--- src/ccr_pkg.sv ---
package ccr_pkg;

   // Register offsets on the serial management register port
   localparam logic [7:0] ADDR_INPUT_CURRENT = 8'h03;
   localparam logic [7:0] ADDR_PRECHG_TERM   = 8'h04;
   localparam logic [7:0] ADDR_CTRL_ONE      = 8'h05;
   localparam logic [7:0] ADDR_CTRL_TWO      = 8'h06;
   localparam logic [7:0] ADDR_WD_KICK       = 8'h07;

   // Reset values
   localparam logic [7:0] RST_INPUT_CURRENT = 8'h39;
   localparam logic [7:0] RST_PRECHG_TERM   = 8'h22;
   localparam logic [7:0] RST_CTRL_ONE      = 8'h9d;
   localparam logic [7:0] RST_CTRL_TWO      = 8'h7d;

   // Fields that return to default on watchdog expiry
   localparam logic [7:0] WDM_INPUT_CURRENT = 8'hc0;
   localparam logic [7:0] WDM_PRECHG_TERM   = 8'hff;
   localparam logic [7:0] WDM_CTRL_ONE      = 8'hff;
   localparam logic [7:0] WDM_CTRL_TWO      = 8'hfc;

   // Input current control fields
   localparam int FORCE_OPT_BIT = 7;
   localparam int FORCE_DET_BIT = 6;
   localparam int OPT_EN_BIT    = 5;
   localparam int CURRENT_LIMIT_PIN_LSB      = 0;
   localparam int CURRENT_LIMIT_PIN_W        = 5;
   // Precharge and termination fields
   localparam int PRECHG_LSB    = 4;
   localparam int TERM_LSB      = 0;
   localparam int CUR_W         = 4;
   // Control one fields
   localparam int TERM_EN_BIT   = 7;
   localparam int RSVD_BIT      = 6;
   localparam int WD_LSB        = 4;
   localparam int TIMER_EN_BIT  = 3;
   localparam int FCT_LSB       = 1;
   localparam int HALF_BIT      = 0;
   localparam int SEL_W         = 2;
   // Control two fields
   localparam int REVB_BIT      = 7;
   localparam int AUTO_DET_BIT  = 6;
   localparam int THERMAL_REG_THRESHOLD_LSB      = 4;
   localparam int CHG_EN_BIT    = 3;
   localparam int EXIT_BIT      = 2;
   localparam int RECHG_LSB     = 0;
   // Watchdog kick bit at the kick offset
   localparam int KICK_BIT      = 6;

   // Scaling of the analog settings
   localparam logic [4:0] CURRENT_LIMIT_PIN_MAX_CODE = 5'h1c;
   localparam int CURRENT_LIMIT_PIN_OFFSET_MA  = 500;
   localparam int CURRENT_LIMIT_PIN_STEP_MA    = 100;
   localparam int CUR_OFFSET_MA   = 50;
   localparam int CUR_STEP_MA     = 50;
   localparam int RECHG_OFFSET_MV = 100;
   localparam int RECHG_STEP_MV   = 100;
   localparam int EXIT_LOW_MV     = 5600;
   localparam int EXIT_HIGH_MV    = 6000;
   localparam int THERMAL_REG_THRESHOLD_00_C = 60;
   localparam int THERMAL_REG_THRESHOLD_01_C = 80;
   localparam int THERMAL_REG_THRESHOLD_10_C = 100;
   localparam int THERMAL_REG_THRESHOLD_11_C = 120;

   // Timing
   localparam int unsigned CLK_HZ = 100_000_000;
   localparam int WD_01_S  = 40;
   localparam int WD_10_S  = 80;
   localparam int WD_11_S  = 160;
   localparam int FCT_00_H = 5;
   localparam int FCT_01_H = 8;
   localparam int FCT_10_H = 12;
   localparam int FCT_11_H = 20;
   localparam int SEC_PER_HOUR = 3600;
   localparam int SEC_W = 17;

   // Decoded settings handed to the analog loops
   typedef struct packed {
      logic [11:0] current_limit_pin_ma;
      logic [9:0]  prechg_ma;
      logic [9:0]  term_ma;
      logic        term_en;
      logic        timer_en;
      logic        half_rate;
      logic [7:0]  thermal_reg_threshold_c;
      logic [12:0] exit_mv;
      logic [8:0]  rechg_mv;
      logic        charge_mode;
      logic        reverse_buck_mode;
      logic        optimizer_en;
      logic        auto_detect_en;
   } ccr_cfg_t;

   // Codes above the top step saturate at the top step
   function automatic logic [4:0] current_limit_pin_clamp(input logic [4:0] code);
      current_limit_pin_clamp = (code > CURRENT_LIMIT_PIN_MAX_CODE) ? CURRENT_LIMIT_PIN_MAX_CODE : code;
   endfunction : current_limit_pin_clamp

   // Watchdog period in seconds, zero when disabled
   function automatic logic [7:0] wd_seconds(input logic [1:0] sel);
      case (sel)
         2'h1:    wd_seconds = 8'(WD_01_S);
         2'h2:    wd_seconds = 8'(WD_10_S);
         2'h3:    wd_seconds = 8'(WD_11_S);
         default: wd_seconds = 8'h00;
      endcase
   endfunction : wd_seconds

   // Fast charge limit in seconds
   function automatic logic [SEC_W-1:0] fct_seconds(input logic [1:0] sel);
      case (sel)
         2'h0:    fct_seconds = SEC_W'(FCT_00_H * SEC_PER_HOUR);
         2'h1:    fct_seconds = SEC_W'(FCT_01_H * SEC_PER_HOUR);
         2'h2:    fct_seconds = SEC_W'(FCT_10_H * SEC_PER_HOUR);
         default: fct_seconds = SEC_W'(FCT_11_H * SEC_PER_HOUR);
      endcase
   endfunction : fct_seconds

endpackage : ccr_pkg

--- src/ccr_stmr.sv ---
`timescale 1ns/1ps
module ccr_stmr #(
   parameter int unsigned TICK_CYCLES = ccr_pkg::CLK_HZ
) (
   input  wire logic       clk_sys,   // System clock
   input  wire logic       sys_rst,   // Async reset, high
   input  wire logic       enable,    // Timer enabled and charging
   input  wire logic [1:0] hours_sel, // Fast charge limit code
   input  wire logic       restart,   // Restart counting
   input  wire logic       slow,      // Count at half speed
   output logic            expired    // Limit reached, level
);
   localparam int PW = (TICK_CYCLES < 2) ? 1 : $clog2(TICK_CYCLES);

   if (TICK_CYCLES < 2) begin : g_bad_tick
      $error("ccr_stmr: TICK_CYCLES must be at least 2");
   end

   logic [PW-1:0]              pre_reg, pre_next;
   logic [ccr_pkg::SEC_W-1:0]  sec_reg, sec_next;
   logic                       ph_reg, ph_next;
   logic                       exp_reg, exp_next;
   logic                       advance;

   // Half speed skips every other prescaler step
   always_comb begin
      ph_next  = slow ? ~ph_reg : 1'b0;
      advance  = ~slow | ph_reg;
      pre_next = pre_reg;
      sec_next = sec_reg;
      exp_next = exp_reg;
      if (restart || !enable) begin
         pre_next = '0;
         sec_next = '0;
         exp_next = 1'b0;
      end else if (advance && !exp_reg) begin
         pre_next = pre_reg + PW'(1);
         if (pre_reg == PW'(TICK_CYCLES - 1)) begin
            pre_next = '0;
            sec_next = sec_reg + ccr_pkg::SEC_W'(1);
            if (sec_reg >= ccr_pkg::fct_seconds(hours_sel) - ccr_pkg::SEC_W'(1)) begin
               exp_next = 1'b1;
            end
         end
      end
   end

   always_ff @(posedge clk_sys or posedge sys_rst) begin
      if (sys_rst) begin
         pre_reg <= '0;
         sec_reg <= '0;
         ph_reg  <= 1'b0;
         exp_reg <= 1'b0;
      end else begin
         pre_reg <= pre_next;
         sec_reg <= sec_next;
         ph_reg  <= ph_next;
         exp_reg <= exp_next;
      end
   end

   assign expired = exp_reg;
endmodule : ccr_stmr

--- src/ccr_top.sv ---
`timescale 1ns/1ps
module ccr_top #(
   parameter int unsigned TICK_CYCLES = ccr_pkg::CLK_HZ // Clock cycles per second
) (
   input  wire logic          clk_sys,           // System clock, 100 MHz
   input  wire logic          sys_rst,           // Async reset, high
   input  wire logic [7:0]    reg_addr,          // Register offset
   input  wire logic          reg_wr,            // Write strobe
   input  wire logic [7:0]    reg_wdata,         // Write data
   input  wire logic          reg_rd,            // Read strobe
   output logic [7:0]         reg_rdata,         // Read data, one cycle later
   input  wire logic          reg_reset_cmd,     // Register reset command pulse
   input  wire logic          optimizer_started, // Optimizer has begun
   input  wire logic          detect_done,       // Source detection finished
   input  wire logic          vbus_plug_in,      // Input power plug-in pulse
   input  wire logic [4:0]    current_limit_pin, // Limit code from the pin
   input  wire logic          input_power_limiting, // Input loop is limiting
   input  wire logic          thermal_regulation,   // Thermal loop is active
   input  wire logic          charging_active,   // Charger in fast charge
   output logic               optimizer_force_start, // Start pulse to optimizer
   output logic               source_detect_start,   // Start pulse to detector
   output logic               watchdog_expired,  // Watchdog expiry pulse
   output logic               safety_timer_expired, // Safety limit reached
   output ccr_pkg::ccr_cfg_t  cfg                // Decoded settings
);

   logic [7:0] icc_reg, icc_next;   // Input current control
   logic [7:0] ptc_reg, ptc_next;   // Precharge and termination
   logic [7:0] co1_reg, co1_next;   // Charger control one
   logic [7:0] co2_reg, co2_next;   // Charger control two
   logic       fos_reg, fos_next;   // Optimizer start pulse
   logic       sds_reg, sds_next;   // Detection start pulse
   logic [7:0] rd_reg,  rd_next;
   ccr_pkg::ccr_cfg_t cfg_reg, cfg_next;

   logic       wr_icc, wr_ptc, wr_co1, wr_co2, wr_kick;
   logic       wd_exp, wd_restart, fct_restart, fct_run;
   logic       force_set, det_set, opt_en_new;

   // Address decode of the write strobe
   always_comb begin
      wr_icc  = reg_wr && reg_addr == ccr_pkg::ADDR_INPUT_CURRENT;
      wr_ptc  = reg_wr && reg_addr == ccr_pkg::ADDR_PRECHG_TERM;
      wr_co1  = reg_wr && reg_addr == ccr_pkg::ADDR_CTRL_ONE;
      wr_co2  = reg_wr && reg_addr == ccr_pkg::ADDR_CTRL_TWO;
      wr_kick = reg_wr && reg_addr == ccr_pkg::ADDR_WD_KICK
                && reg_wdata[ccr_pkg::KICK_BIT];
   end

   // Register file next state; reset command beats expiry beats write
   always_comb begin
      icc_next   = icc_reg;
      ptc_next   = ptc_reg;
      co1_next   = co1_reg;
      co2_next   = co2_reg;
      opt_en_new = wr_icc ? reg_wdata[ccr_pkg::OPT_EN_BIT] : icc_reg[ccr_pkg::OPT_EN_BIT];
      // Force bit only takes a one, and only with the optimizer on
      force_set  = wr_icc && reg_wdata[ccr_pkg::FORCE_OPT_BIT] && opt_en_new;
      det_set    = wr_icc && reg_wdata[ccr_pkg::FORCE_DET_BIT];
      if (wr_icc) begin
         icc_next = reg_wdata;
      end
      // Hardware clears, but a set in the same cycle wins
      icc_next[ccr_pkg::FORCE_OPT_BIT] = force_set
         || (icc_reg[ccr_pkg::FORCE_OPT_BIT] && !optimizer_started);
      icc_next[ccr_pkg::FORCE_DET_BIT] = det_set
         || (icc_reg[ccr_pkg::FORCE_DET_BIT] && !detect_done);
      if (wr_ptc) begin
         ptc_next = reg_wdata;
      end
      if (wr_co1) begin
         co1_next = reg_wdata;
      end
      co1_next[ccr_pkg::RSVD_BIT] = 1'b0;
      if (wr_co2) begin
         co2_next = reg_wdata;
      end
      // Expiry restores only the fields that the masks name
      if (wd_exp) begin
         icc_next = (icc_next & ~ccr_pkg::WDM_INPUT_CURRENT)
                  | (ccr_pkg::RST_INPUT_CURRENT & ccr_pkg::WDM_INPUT_CURRENT);
         ptc_next = (ptc_next & ~ccr_pkg::WDM_PRECHG_TERM)
                  | (ccr_pkg::RST_PRECHG_TERM & ccr_pkg::WDM_PRECHG_TERM);
         co1_next = (co1_next & ~ccr_pkg::WDM_CTRL_ONE)
                  | (ccr_pkg::RST_CTRL_ONE & ccr_pkg::WDM_CTRL_ONE);
         co2_next = (co2_next & ~ccr_pkg::WDM_CTRL_TWO)
                  | (ccr_pkg::RST_CTRL_TWO & ccr_pkg::WDM_CTRL_TWO);
      end
      if (reg_reset_cmd) begin
         icc_next = ccr_pkg::RST_INPUT_CURRENT;
         ptc_next = ccr_pkg::RST_PRECHG_TERM;
         co1_next = ccr_pkg::RST_CTRL_ONE;
         co2_next = ccr_pkg::RST_CTRL_TWO;
      end
   end

   // Start pulses leave on the edge of a new request; detection also starts on a plug-in with auto detect on
   always_comb begin
      fos_next = icc_next[ccr_pkg::FORCE_OPT_BIT]
                 && !icc_reg[ccr_pkg::FORCE_OPT_BIT];
      sds_next = (icc_next[ccr_pkg::FORCE_DET_BIT] && !icc_reg[ccr_pkg::FORCE_DET_BIT])
                 || (vbus_plug_in && co2_reg[ccr_pkg::AUTO_DET_BIT]);
   end

   // Counter restarts follow real changes, so a rewrite of the same code is harmless
   always_comb begin
      wd_restart  = wr_kick
         || co1_next[ccr_pkg::WD_LSB +: ccr_pkg::SEL_W]
            != co1_reg[ccr_pkg::WD_LSB +: ccr_pkg::SEL_W];
      fct_restart = co1_next[ccr_pkg::FCT_LSB +: ccr_pkg::SEL_W]
                    != co1_reg[ccr_pkg::FCT_LSB +: ccr_pkg::SEL_W];
      fct_run     = co1_reg[ccr_pkg::TIMER_EN_BIT] && charging_active;
   end

   // Decoded settings; clamp both limits before taking the lower one
   always_comb begin
      logic [4:0] reg_code;
      logic [4:0] pin_code;
      logic [4:0] eff_code;
      reg_code = ccr_pkg::current_limit_pin_clamp(icc_reg[ccr_pkg::CURRENT_LIMIT_PIN_LSB +: ccr_pkg::CURRENT_LIMIT_PIN_W]);
      pin_code = ccr_pkg::current_limit_pin_clamp(current_limit_pin);
      eff_code = (pin_code < reg_code) ? pin_code : reg_code;
      cfg_next = '0;
      cfg_next.current_limit_pin_ma = 12'(ccr_pkg::CURRENT_LIMIT_PIN_OFFSET_MA
                         + ccr_pkg::CURRENT_LIMIT_PIN_STEP_MA * int'(eff_code));
      cfg_next.prechg_ma = 10'(ccr_pkg::CUR_OFFSET_MA + ccr_pkg::CUR_STEP_MA
                         * int'(ptc_reg[ccr_pkg::PRECHG_LSB +: ccr_pkg::CUR_W]));
      cfg_next.term_ma = 10'(ccr_pkg::CUR_OFFSET_MA + ccr_pkg::CUR_STEP_MA
                         * int'(ptc_reg[ccr_pkg::TERM_LSB +: ccr_pkg::CUR_W]));
      cfg_next.term_en   = co1_reg[ccr_pkg::TERM_EN_BIT];
      cfg_next.timer_en  = co1_reg[ccr_pkg::TIMER_EN_BIT];
      cfg_next.half_rate = co1_reg[ccr_pkg::HALF_BIT];
      case (co2_reg[ccr_pkg::THERMAL_REG_THRESHOLD_LSB +: ccr_pkg::SEL_W])
         2'h0:    cfg_next.thermal_reg_threshold_c = 8'(ccr_pkg::THERMAL_REG_THRESHOLD_00_C);
         2'h1:    cfg_next.thermal_reg_threshold_c = 8'(ccr_pkg::THERMAL_REG_THRESHOLD_01_C);
         2'h2:    cfg_next.thermal_reg_threshold_c = 8'(ccr_pkg::THERMAL_REG_THRESHOLD_10_C);
         default: cfg_next.thermal_reg_threshold_c = 8'(ccr_pkg::THERMAL_REG_THRESHOLD_11_C);
      endcase
      cfg_next.exit_mv = co2_reg[ccr_pkg::EXIT_BIT] ? 13'(ccr_pkg::EXIT_HIGH_MV)
                                                    : 13'(ccr_pkg::EXIT_LOW_MV);
      cfg_next.rechg_mv = 9'(ccr_pkg::RECHG_OFFSET_MV + ccr_pkg::RECHG_STEP_MV
                          * int'(co2_reg[ccr_pkg::RECHG_LSB +: ccr_pkg::SEL_W]));
      cfg_next.charge_mode = co2_reg[ccr_pkg::CHG_EN_BIT];
      cfg_next.reverse_buck_mode = co2_reg[ccr_pkg::REVB_BIT]
                                   && !co2_reg[ccr_pkg::CHG_EN_BIT];
      cfg_next.optimizer_en   = icc_reg[ccr_pkg::OPT_EN_BIT];
      cfg_next.auto_detect_en = co2_reg[ccr_pkg::AUTO_DET_BIT];
   end

   // Read mux; unmapped offsets and the kick offset read zero
   always_comb begin
      rd_next = rd_reg;
      if (reg_rd) begin
         case (reg_addr)
            ccr_pkg::ADDR_INPUT_CURRENT: rd_next = icc_reg;
            ccr_pkg::ADDR_PRECHG_TERM:   rd_next = ptc_reg;
            ccr_pkg::ADDR_CTRL_ONE:      rd_next = co1_reg;
            ccr_pkg::ADDR_CTRL_TWO:      rd_next = co2_reg;
            default:                     rd_next = 8'h00;
         endcase
      end
   end

   always_ff @(posedge clk_sys or posedge sys_rst) begin
      if (sys_rst) begin
         icc_reg <= ccr_pkg::RST_INPUT_CURRENT;
         ptc_reg <= ccr_pkg::RST_PRECHG_TERM;
         co1_reg <= ccr_pkg::RST_CTRL_ONE;
         co2_reg <= ccr_pkg::RST_CTRL_TWO;
         fos_reg <= 1'b0;
         sds_reg <= 1'b0;
         rd_reg  <= 8'h00;
         cfg_reg <= '0;
      end else begin
         icc_reg <= icc_next;
         ptc_reg <= ptc_next;
         co1_reg <= co1_next;
         co2_reg <= co2_next;
         fos_reg <= fos_next;
         sds_reg <= sds_next;
         rd_reg  <= rd_next;
         cfg_reg <= cfg_next;
      end
   end

   // Watchdog; a kick is a pulse, so the kick bit never holds a one
   ccr_wdog #(
      .TICK_CYCLES (TICK_CYCLES)
   ) u_wdog (
      .clk_sys    (clk_sys),
      .sys_rst    (sys_rst),
      .period_sel (co1_reg[ccr_pkg::WD_LSB +: ccr_pkg::SEL_W]),
      .restart    (wd_restart),
      .expired    (wd_exp)
   );

   // Safety timer slows only while a loop is limiting
   ccr_stmr #(
      .TICK_CYCLES (TICK_CYCLES)
   ) u_stmr (
      .clk_sys   (clk_sys),
      .sys_rst   (sys_rst),
      .enable    (fct_run),
      .hours_sel (co1_reg[ccr_pkg::FCT_LSB +: ccr_pkg::SEL_W]),
      .restart   (fct_restart),
      .slow      (co1_reg[ccr_pkg::HALF_BIT]
                  && (input_power_limiting || thermal_regulation)),
      .expired   (safety_timer_expired)
   );

   assign reg_rdata             = rd_reg;
   assign optimizer_force_start = fos_reg;
   assign source_detect_start   = sds_reg;
   assign watchdog_expired      = wd_exp;
   assign cfg                   = cfg_reg;

endmodule : ccr_top

--- src/ccr_wdog.sv ---
`timescale 1ns/1ps
module ccr_wdog #(
   parameter int unsigned TICK_CYCLES = ccr_pkg::CLK_HZ
) (
   input  wire logic       clk_sys,    // System clock
   input  wire logic       sys_rst,    // Async reset, high
   input  wire logic [1:0] period_sel, // Watchdog period code
   input  wire logic       restart,    // Restart counting
   output logic            expired     // Expiry pulse
);
   localparam int PW = (TICK_CYCLES < 2) ? 1 : $clog2(TICK_CYCLES);

   if (TICK_CYCLES < 2) begin : g_bad_tick
      $error("ccr_wdog: TICK_CYCLES must be at least 2");
   end

   logic [PW-1:0] pre_reg, pre_next;
   logic [7:0]    sec_reg, sec_next;
   logic          exp_reg, exp_next;
   logic [7:0]    limit;

   // Seconds prescaler and period counter; code 00 parks it
   always_comb begin
      limit    = ccr_pkg::wd_seconds(period_sel);
      pre_next = pre_reg + PW'(1);
      sec_next = sec_reg;
      exp_next = 1'b0;
      if (restart || limit == 8'h00) begin
         pre_next = '0;
         sec_next = 8'h00;
      end else if (pre_reg == PW'(TICK_CYCLES - 1)) begin
         pre_next = '0;
         if (sec_reg >= limit - 8'h01) begin
            sec_next = 8'h00;
            exp_next = 1'b1;
         end else begin
            sec_next = sec_reg + 8'h01;
         end
      end
   end

   always_ff @(posedge clk_sys or posedge sys_rst) begin
      if (sys_rst) begin
         pre_reg <= '0;
         sec_reg <= 8'h00;
         exp_reg <= 1'b0;
      end else begin
         pre_reg <= pre_next;
         sec_reg <= sec_next;
         exp_reg <= exp_next;
      end
   end

   assign expired = exp_reg;
endmodule : ccr_wdog

--- config.mk ---
export PLATFORM = sky130hd
export DESIGN_NAME = ccr_top
export DESIGN_NICKNAME = d
export VERILOG_FILES = /design/src/ccr_pkg.sv /design/src/ccr_stmr.sv /design/src/ccr_top.sv /design/src/ccr_wdog.sv
export SDC_FILE = /design/constraint.sdc
export NUM_CORES = 1
export LEC_CHECK = 0
export BUFFER_PORTS_ARGS = -buffer_cell sky130_fd_sc_hd__buf_2
export CORE_ASPECT_RATIO = 0.9
export CORE_MARGIN = 4
export CORE_UTILIZATION = 50
export CTS_BUF_LIST = sky130_fd_sc_hd__clkbuf_8 sky130_fd_sc_hd__clkbuf_16
export DETAILED_ROUTE_END_ITERATION = 8
export PLACE_DENSITY_LB_ADDON = 0.12
export SLEW_MARGIN = 25
export SYNTH_ARGS = -nofsm -noshare
export SYNTH_HDL_FRONTEND = slang
export SYNTH_HIERARCHICAL = 1
export SYNTH_SLANG_ARGS = --single-unit
--- constraint.sdc ---
create_clock -name clk_sys -period 4.9 [get_ports clk_sys]
set_input_delay 0.49 -clock clk_sys [delete_from_list [all_inputs] [get_ports clk_sys]]
set_output_delay 0.49 -clock clk_sys [all_outputs]
set_load 0.05 [all_outputs]
Yosys cells after proc, flatten, opt, wreduce, memory -nomap -nowiden:

Index checks and enable logic that the tools add are counted.

* $lt $le $gt $ge: 5
* multipliers: 4
* add/subtract/negate cells: 10
* reductions and logical operators: 44
* equal/unequal tests: 16
* bitwise operators: 3
* multiplexer cells: 43

Operator list (count)
* 2-to-1 mux 27 bit: 5
* 2-to-1 mux 8 bit: 14
* 2-to-1 mux 17 bit: 6
* adder 27 x 1 -> 27 bit, second input constant: 2
* equality test 27 bit, second input constant: 2
* case mux 17 bit (3 select lines): 1
* equality test 8 x 3 -> 1 bit, second input constant: 4
* case mux 8 bit (4 select lines): 1
* case mux 8 bit (3 select lines): 1
* case mux 7 bit (3 select lines): 1
* adder 6 x 10 -> 10 bit, first input constant: 2
* logical AND 1 bit: 18
* multiplier 5 x 4 -> 9 bit, first input constant: 2
* adder 17 x 1 -> 17 bit, second input constant: 1
* greater-or-equal comparator 17 bit: 1
* subtractor 17 x 1 -> 17 bit, second input constant: 1
* 2-to-1 mux 5 bit: 3
* adder 9 x 12 -> 12 bit, first input constant: 1
* > comparator 5 bit, second input constant: 2
* multiplier 5 x 5 -> 10 bit, first input constant: 1
* 2-to-1 mux 10 bit: 1
* adder 7 x 9 -> 9 bit, first input constant: 1
* 2-to-1 mux 1 bit: 9
* nonzero test 3 bit: 3
* other kinds (19): 42

* input bits: 32
* word-level logic and storage cells: 154
* bits in registers: 193
* output and inout port bits: 81

Logic depth before layout (Yosys ltp):

* depth after elaboration: 14
* gate-level depth with buffers: 18
* mapped depth without buffers: 18

By module:

Netlist, hierarchy kept.

Modules (own cells, without submodules)
* ccr_top: cells each 464, times used 1, area an instance 5008.6 sq um, sequential area each 2273.4 sq um
* ccr_stmr: cells each 321, times used 1, area an instance 2954.1 sq um, sequential area each 1151.1 sq um
* ccr_wdog: cells each 203, times used 1, area an instance 1954.4 sq um, sequential area each 900.9 sq um

Worst setup path before layout:

No wires, ideal clock.

* kind: input to register
* start point: input current_limit_pin[2]
* end point: register cfg_reg, in the netlist cfg[68]
* data required time: 4.806 ns
* setup time: 0.094 ns
* arrival time: 4.099 ns
* cell stages on the path: 15
* buffers on the path: 0
* setup slack: 0.707 ns
* path through: nand3_1 > nand2_1 > inv_1 > ha_1 > nand4_1 > o21ai_1 > mux2_2 > ha_1 > ha_1 > ha_1 > fa_1 > nor3_1 > nand2_1 > or4_4 > a221oi_2

RTL lines
* start, declared: RTL line ccr_top.sv:16 `input wire logic [4:0] current_limit_pin,`
* end signal, assigned: RTL line ccr_top.sv:182 `cfg_reg <= cfg_next;`
* end, declared: RTL line ccr_top.sv:34 `ccr_pkg::ccr_cfg_t cfg_reg, cfg_next;`

==> flow_summary_export.csv <==
group,metric,value,unit
detailed_routing,drt_iter0_markers,472,
setup_path,cp.arrival,4860,ps
sta,skew,9.918,ps
place,post-dp-hpwl,15710,um
setup_path,required,5230,ps
yosys,synth_top_area_cell,"dfrtp_1",
detailed_routing,ant_nets,0,
yosys,post_synth.cell_area_avg,10.04,um2
detailed_routing,vias_per_cell,5.587,
floorplanning,ios,113,
yosys,synthCells,988,
floorplanning,core,19340,um2
setup_path,critPathKind,"flop to flop",
worst_hold_path,hp-class,"primary input to asynchronous set/reset pin",
sta,layout_min_cycle_time,4530,ps
yosys,synthFlopType,"dfrtp_1",
global_routing,grt_remaining_overflow,0,
power_and_ir_drop,cellPowerDensity,299.6,nW/um2
finish,multi_input_area,5089,um2
detailed_routing,wirelength,21820,um
yosys,synthArstFlopShare,100.0,%
finish,area_delta_synth_final,11.80,%
finish,largest_register_ffs,49,
floorplanning,die_y,141.6,um
setup_path,cp_max_fo,7,
clock_tree,clock_latency,430,ps
yosys,synth-edff-count,0,
run_status,status,"completed",
setup_path,crit_path_end_kind,"flop",
finish,num-fill-cells,1721,
global_routing,grt_max_degree,55,
floorplanning,die_area,22150,um2
place,gp_congestion,0.8812,
finish,regArea,4325,um2
finish,final_common_cell,"dfrtp_1",
clock_tree,numClockSinks,172,
sta,timing.setup.tns,0,ps
global_routing,first_global_vias,7086,
sta,grt_setup_unrepaired,"no",
clock_tree,clock-root-buffer,"clkbuf_16",
clock_tree,clk_pin_slew,60,ps
yosys,yosysSeqAreaShare,43.62,%
sta,finalSetupViolations,0,
power_and_ir_drop,power,3.321,mW
floorplanning,num_rows,48,
yosys,synthTopCellsByArea,"dfrtp_1 39%, ha_1 10%, dfstp_2 4.5%, xor2_1 4.0%, nor2_1 3.4%",
global_routing,antenna_found_initial,0,
sta,tightest_slew,961.0,ps
finish,drive_gt1_share,17.51,%
sta,post-route-period-util,92.45,%
setup_path,r2r_slack,370,ps
detailed_routing,dr.pass1.iters,4,
clock_tree,clk_path_buf_depth,2,
power_and_ir_drop,ir_drop,0.0001839,V
detailed_routing,dr_total_vias,7492,
sta,fin_ws,369.9,ps
place,portBuffers,98,
yosys,ys_seq_elements,172,
sta,slew-limit-headroom,35.94,%
sta,fmax,220.7,MHz
global_routing,grt_usage,20.09,%
yosys,yosysUniqueCellTypes,78,
clock_tree,cts_tree,"done",
setup_path,regToRegStartpoint,"icc_reg[4]",
yosys,synth_top_area_share,39.11,%
yosys,netlist_area,9917,um2
detailed_routing,drc,0,
setup_path,cp-start-kind,"flop",
setup_path,ff2ff_path_depth,14,
yosys,yosysWarnings,6,
finish,layout_common_cells,"155 x dfrtp_1, 98 x buf_2, 90 x nor2_1",
global_routing,grt_pass1_wl,36250,um
floorplanning,start_util,51.28,%
floorplanning,chipWidth,156.5,um
power_and_ir_drop,p_leak,5.231,nW
place,dp_slack,159.7,ps
sta,final-max-slew-violation-count,0,
sta,fin_hold_ws,124.9,ps
setup_path,reg2reg_to,"cfg[68]",
setup_path,critPathCapture,"cfg[68]",
clock_tree,cts_buffers,17,
clock_tree,hold_buffers,0,
flow_run,drv_cap,0,
clock_tree,htreeDepth,4,
finish,final_nets,1193,
sta,hold_violations,0,
setup_path,cp-startpoint,"icc_reg[4]",
finish,antenna_cells,0,
detailed_routing,wl_per_cell,16.27,um
==> kinds of logic (layout without fill, tap and decap cells) <==
kind of cell / count (synthesis) / after routing / synth area share [%]
fa+ha+maj: 83 / 83 / 10.70
xor+xnor: 80 / 80 / 7.065
buf+inv: 116 / 206 / 5.564
mux: 24 / 24 / 2.460
simple gates: 365 / 365 / 20.25
other cells: 2 / 15 / 0.07573
compound gates: 146 / 146 / 10.27
flops: 172 / 172 / 43.62
==> repair_timing <==
action | in CTS | in global routing
buffers inserted | 0 | 0
endpoints found under the setup margin | 0 | 1
gates resized for setup | 0 | 1
==> worst max-delay path, stage by stage, from the launching register on <==
cell,delay [ps]
dfstp_2,590
nand3_1,170
nand2_1,120
ha_1,130
nand4_1,170
o21ai_1,490
mux2_2,430
ha_1,300
ha_1,270
ha_1,240
fa_1,470
nor3_1,240
nand2_1,120
or4_4,450
a221oi_2,240
==> layout make-up <==
cell class,instances,area share (%)
Tap cell,250,2.821
Sequential cell,172,39.01
Clock inverter,15,1.140
Inverter,68,2.325
Timing Repair Buffer,106,4.966
Multi-Input combinational cell,713,45.90
Clock buffer,17,3.837
==> synth_stat cells, types with 6 or more instances <==
library cell and instances:
dfrtp_1 155, nor2_1 90, ha_1 80, inv_1 68, nand2_1 67, nand3_1 56, xor2_1 45, a21oi_1 40
xnor2_1 35, buf_4 26, nand4_1 23, nor4_1 22, mux2i_1 21, or4_1 20, dfstp_2 17, o31ai_1 17
and3_1 16, clkbuf_1 15, o21ai_0 12, nor3_1 9, o22ai_1 9, or3_1 9, a211o_1 7, a32oi_1 7
a211oi_1 6, nor2b_1 6, o211a_1 6, o21a_1 6, or2_2 6
==> per-layer routing <==
| layer | vias up | GRT usage (%) | part of all wire [%] |
|---|---|---|---|
| li1 | 3673 | - | - |
| met1 | 3650 | 29.91 | 49 |
| met2 | 151 | 30.40 | 45 |
| met3 | 18 | 3.690 | 4.8 |
| met4 | 0 | 5.160 | 1.1 |
| met5 | - | 0 | 0 |
==> through the flow <==
step	std cells	cell area (um2)	utilization, %
after floorplan	1001	9966	-
after global placement	1309	10540	54.48
final	1341	11090	57.33
after global routing	1341	11090	57.33
after detailed placement	1309	10540	54.48
after CTS	1341	11090	57.33
==> worst min-delay path by stage <==
stage                     from         end  slack (ps)  depth (start not counted)
floorplan           co1_reg[0]     cfg[34]         400                          0
global placement    co1_reg[0]     cfg[34]         400                          0
detailed placement  co1_reg[0]     cfg[34]         400                          0
CTS                    sys_rst  co1_reg[5]         130                          2
global route           sys_rst  co1_reg[5]         150                          2
finish                 sys_rst  co1_reg[5]         120                          2
==> power by group <==
group / leakage [nW] / total (mW) / internal (mW) / switching (mW)
Clock: 0.268 / 1.28 / 0.698 / 0.585
Combinational: 2.78 / 0.504 / 0.151 / 0.354
Sequential: 2.19 / 1.53 / 1.48 / 0.0499
Note: power is estimated with default switching activity, not from simulation.
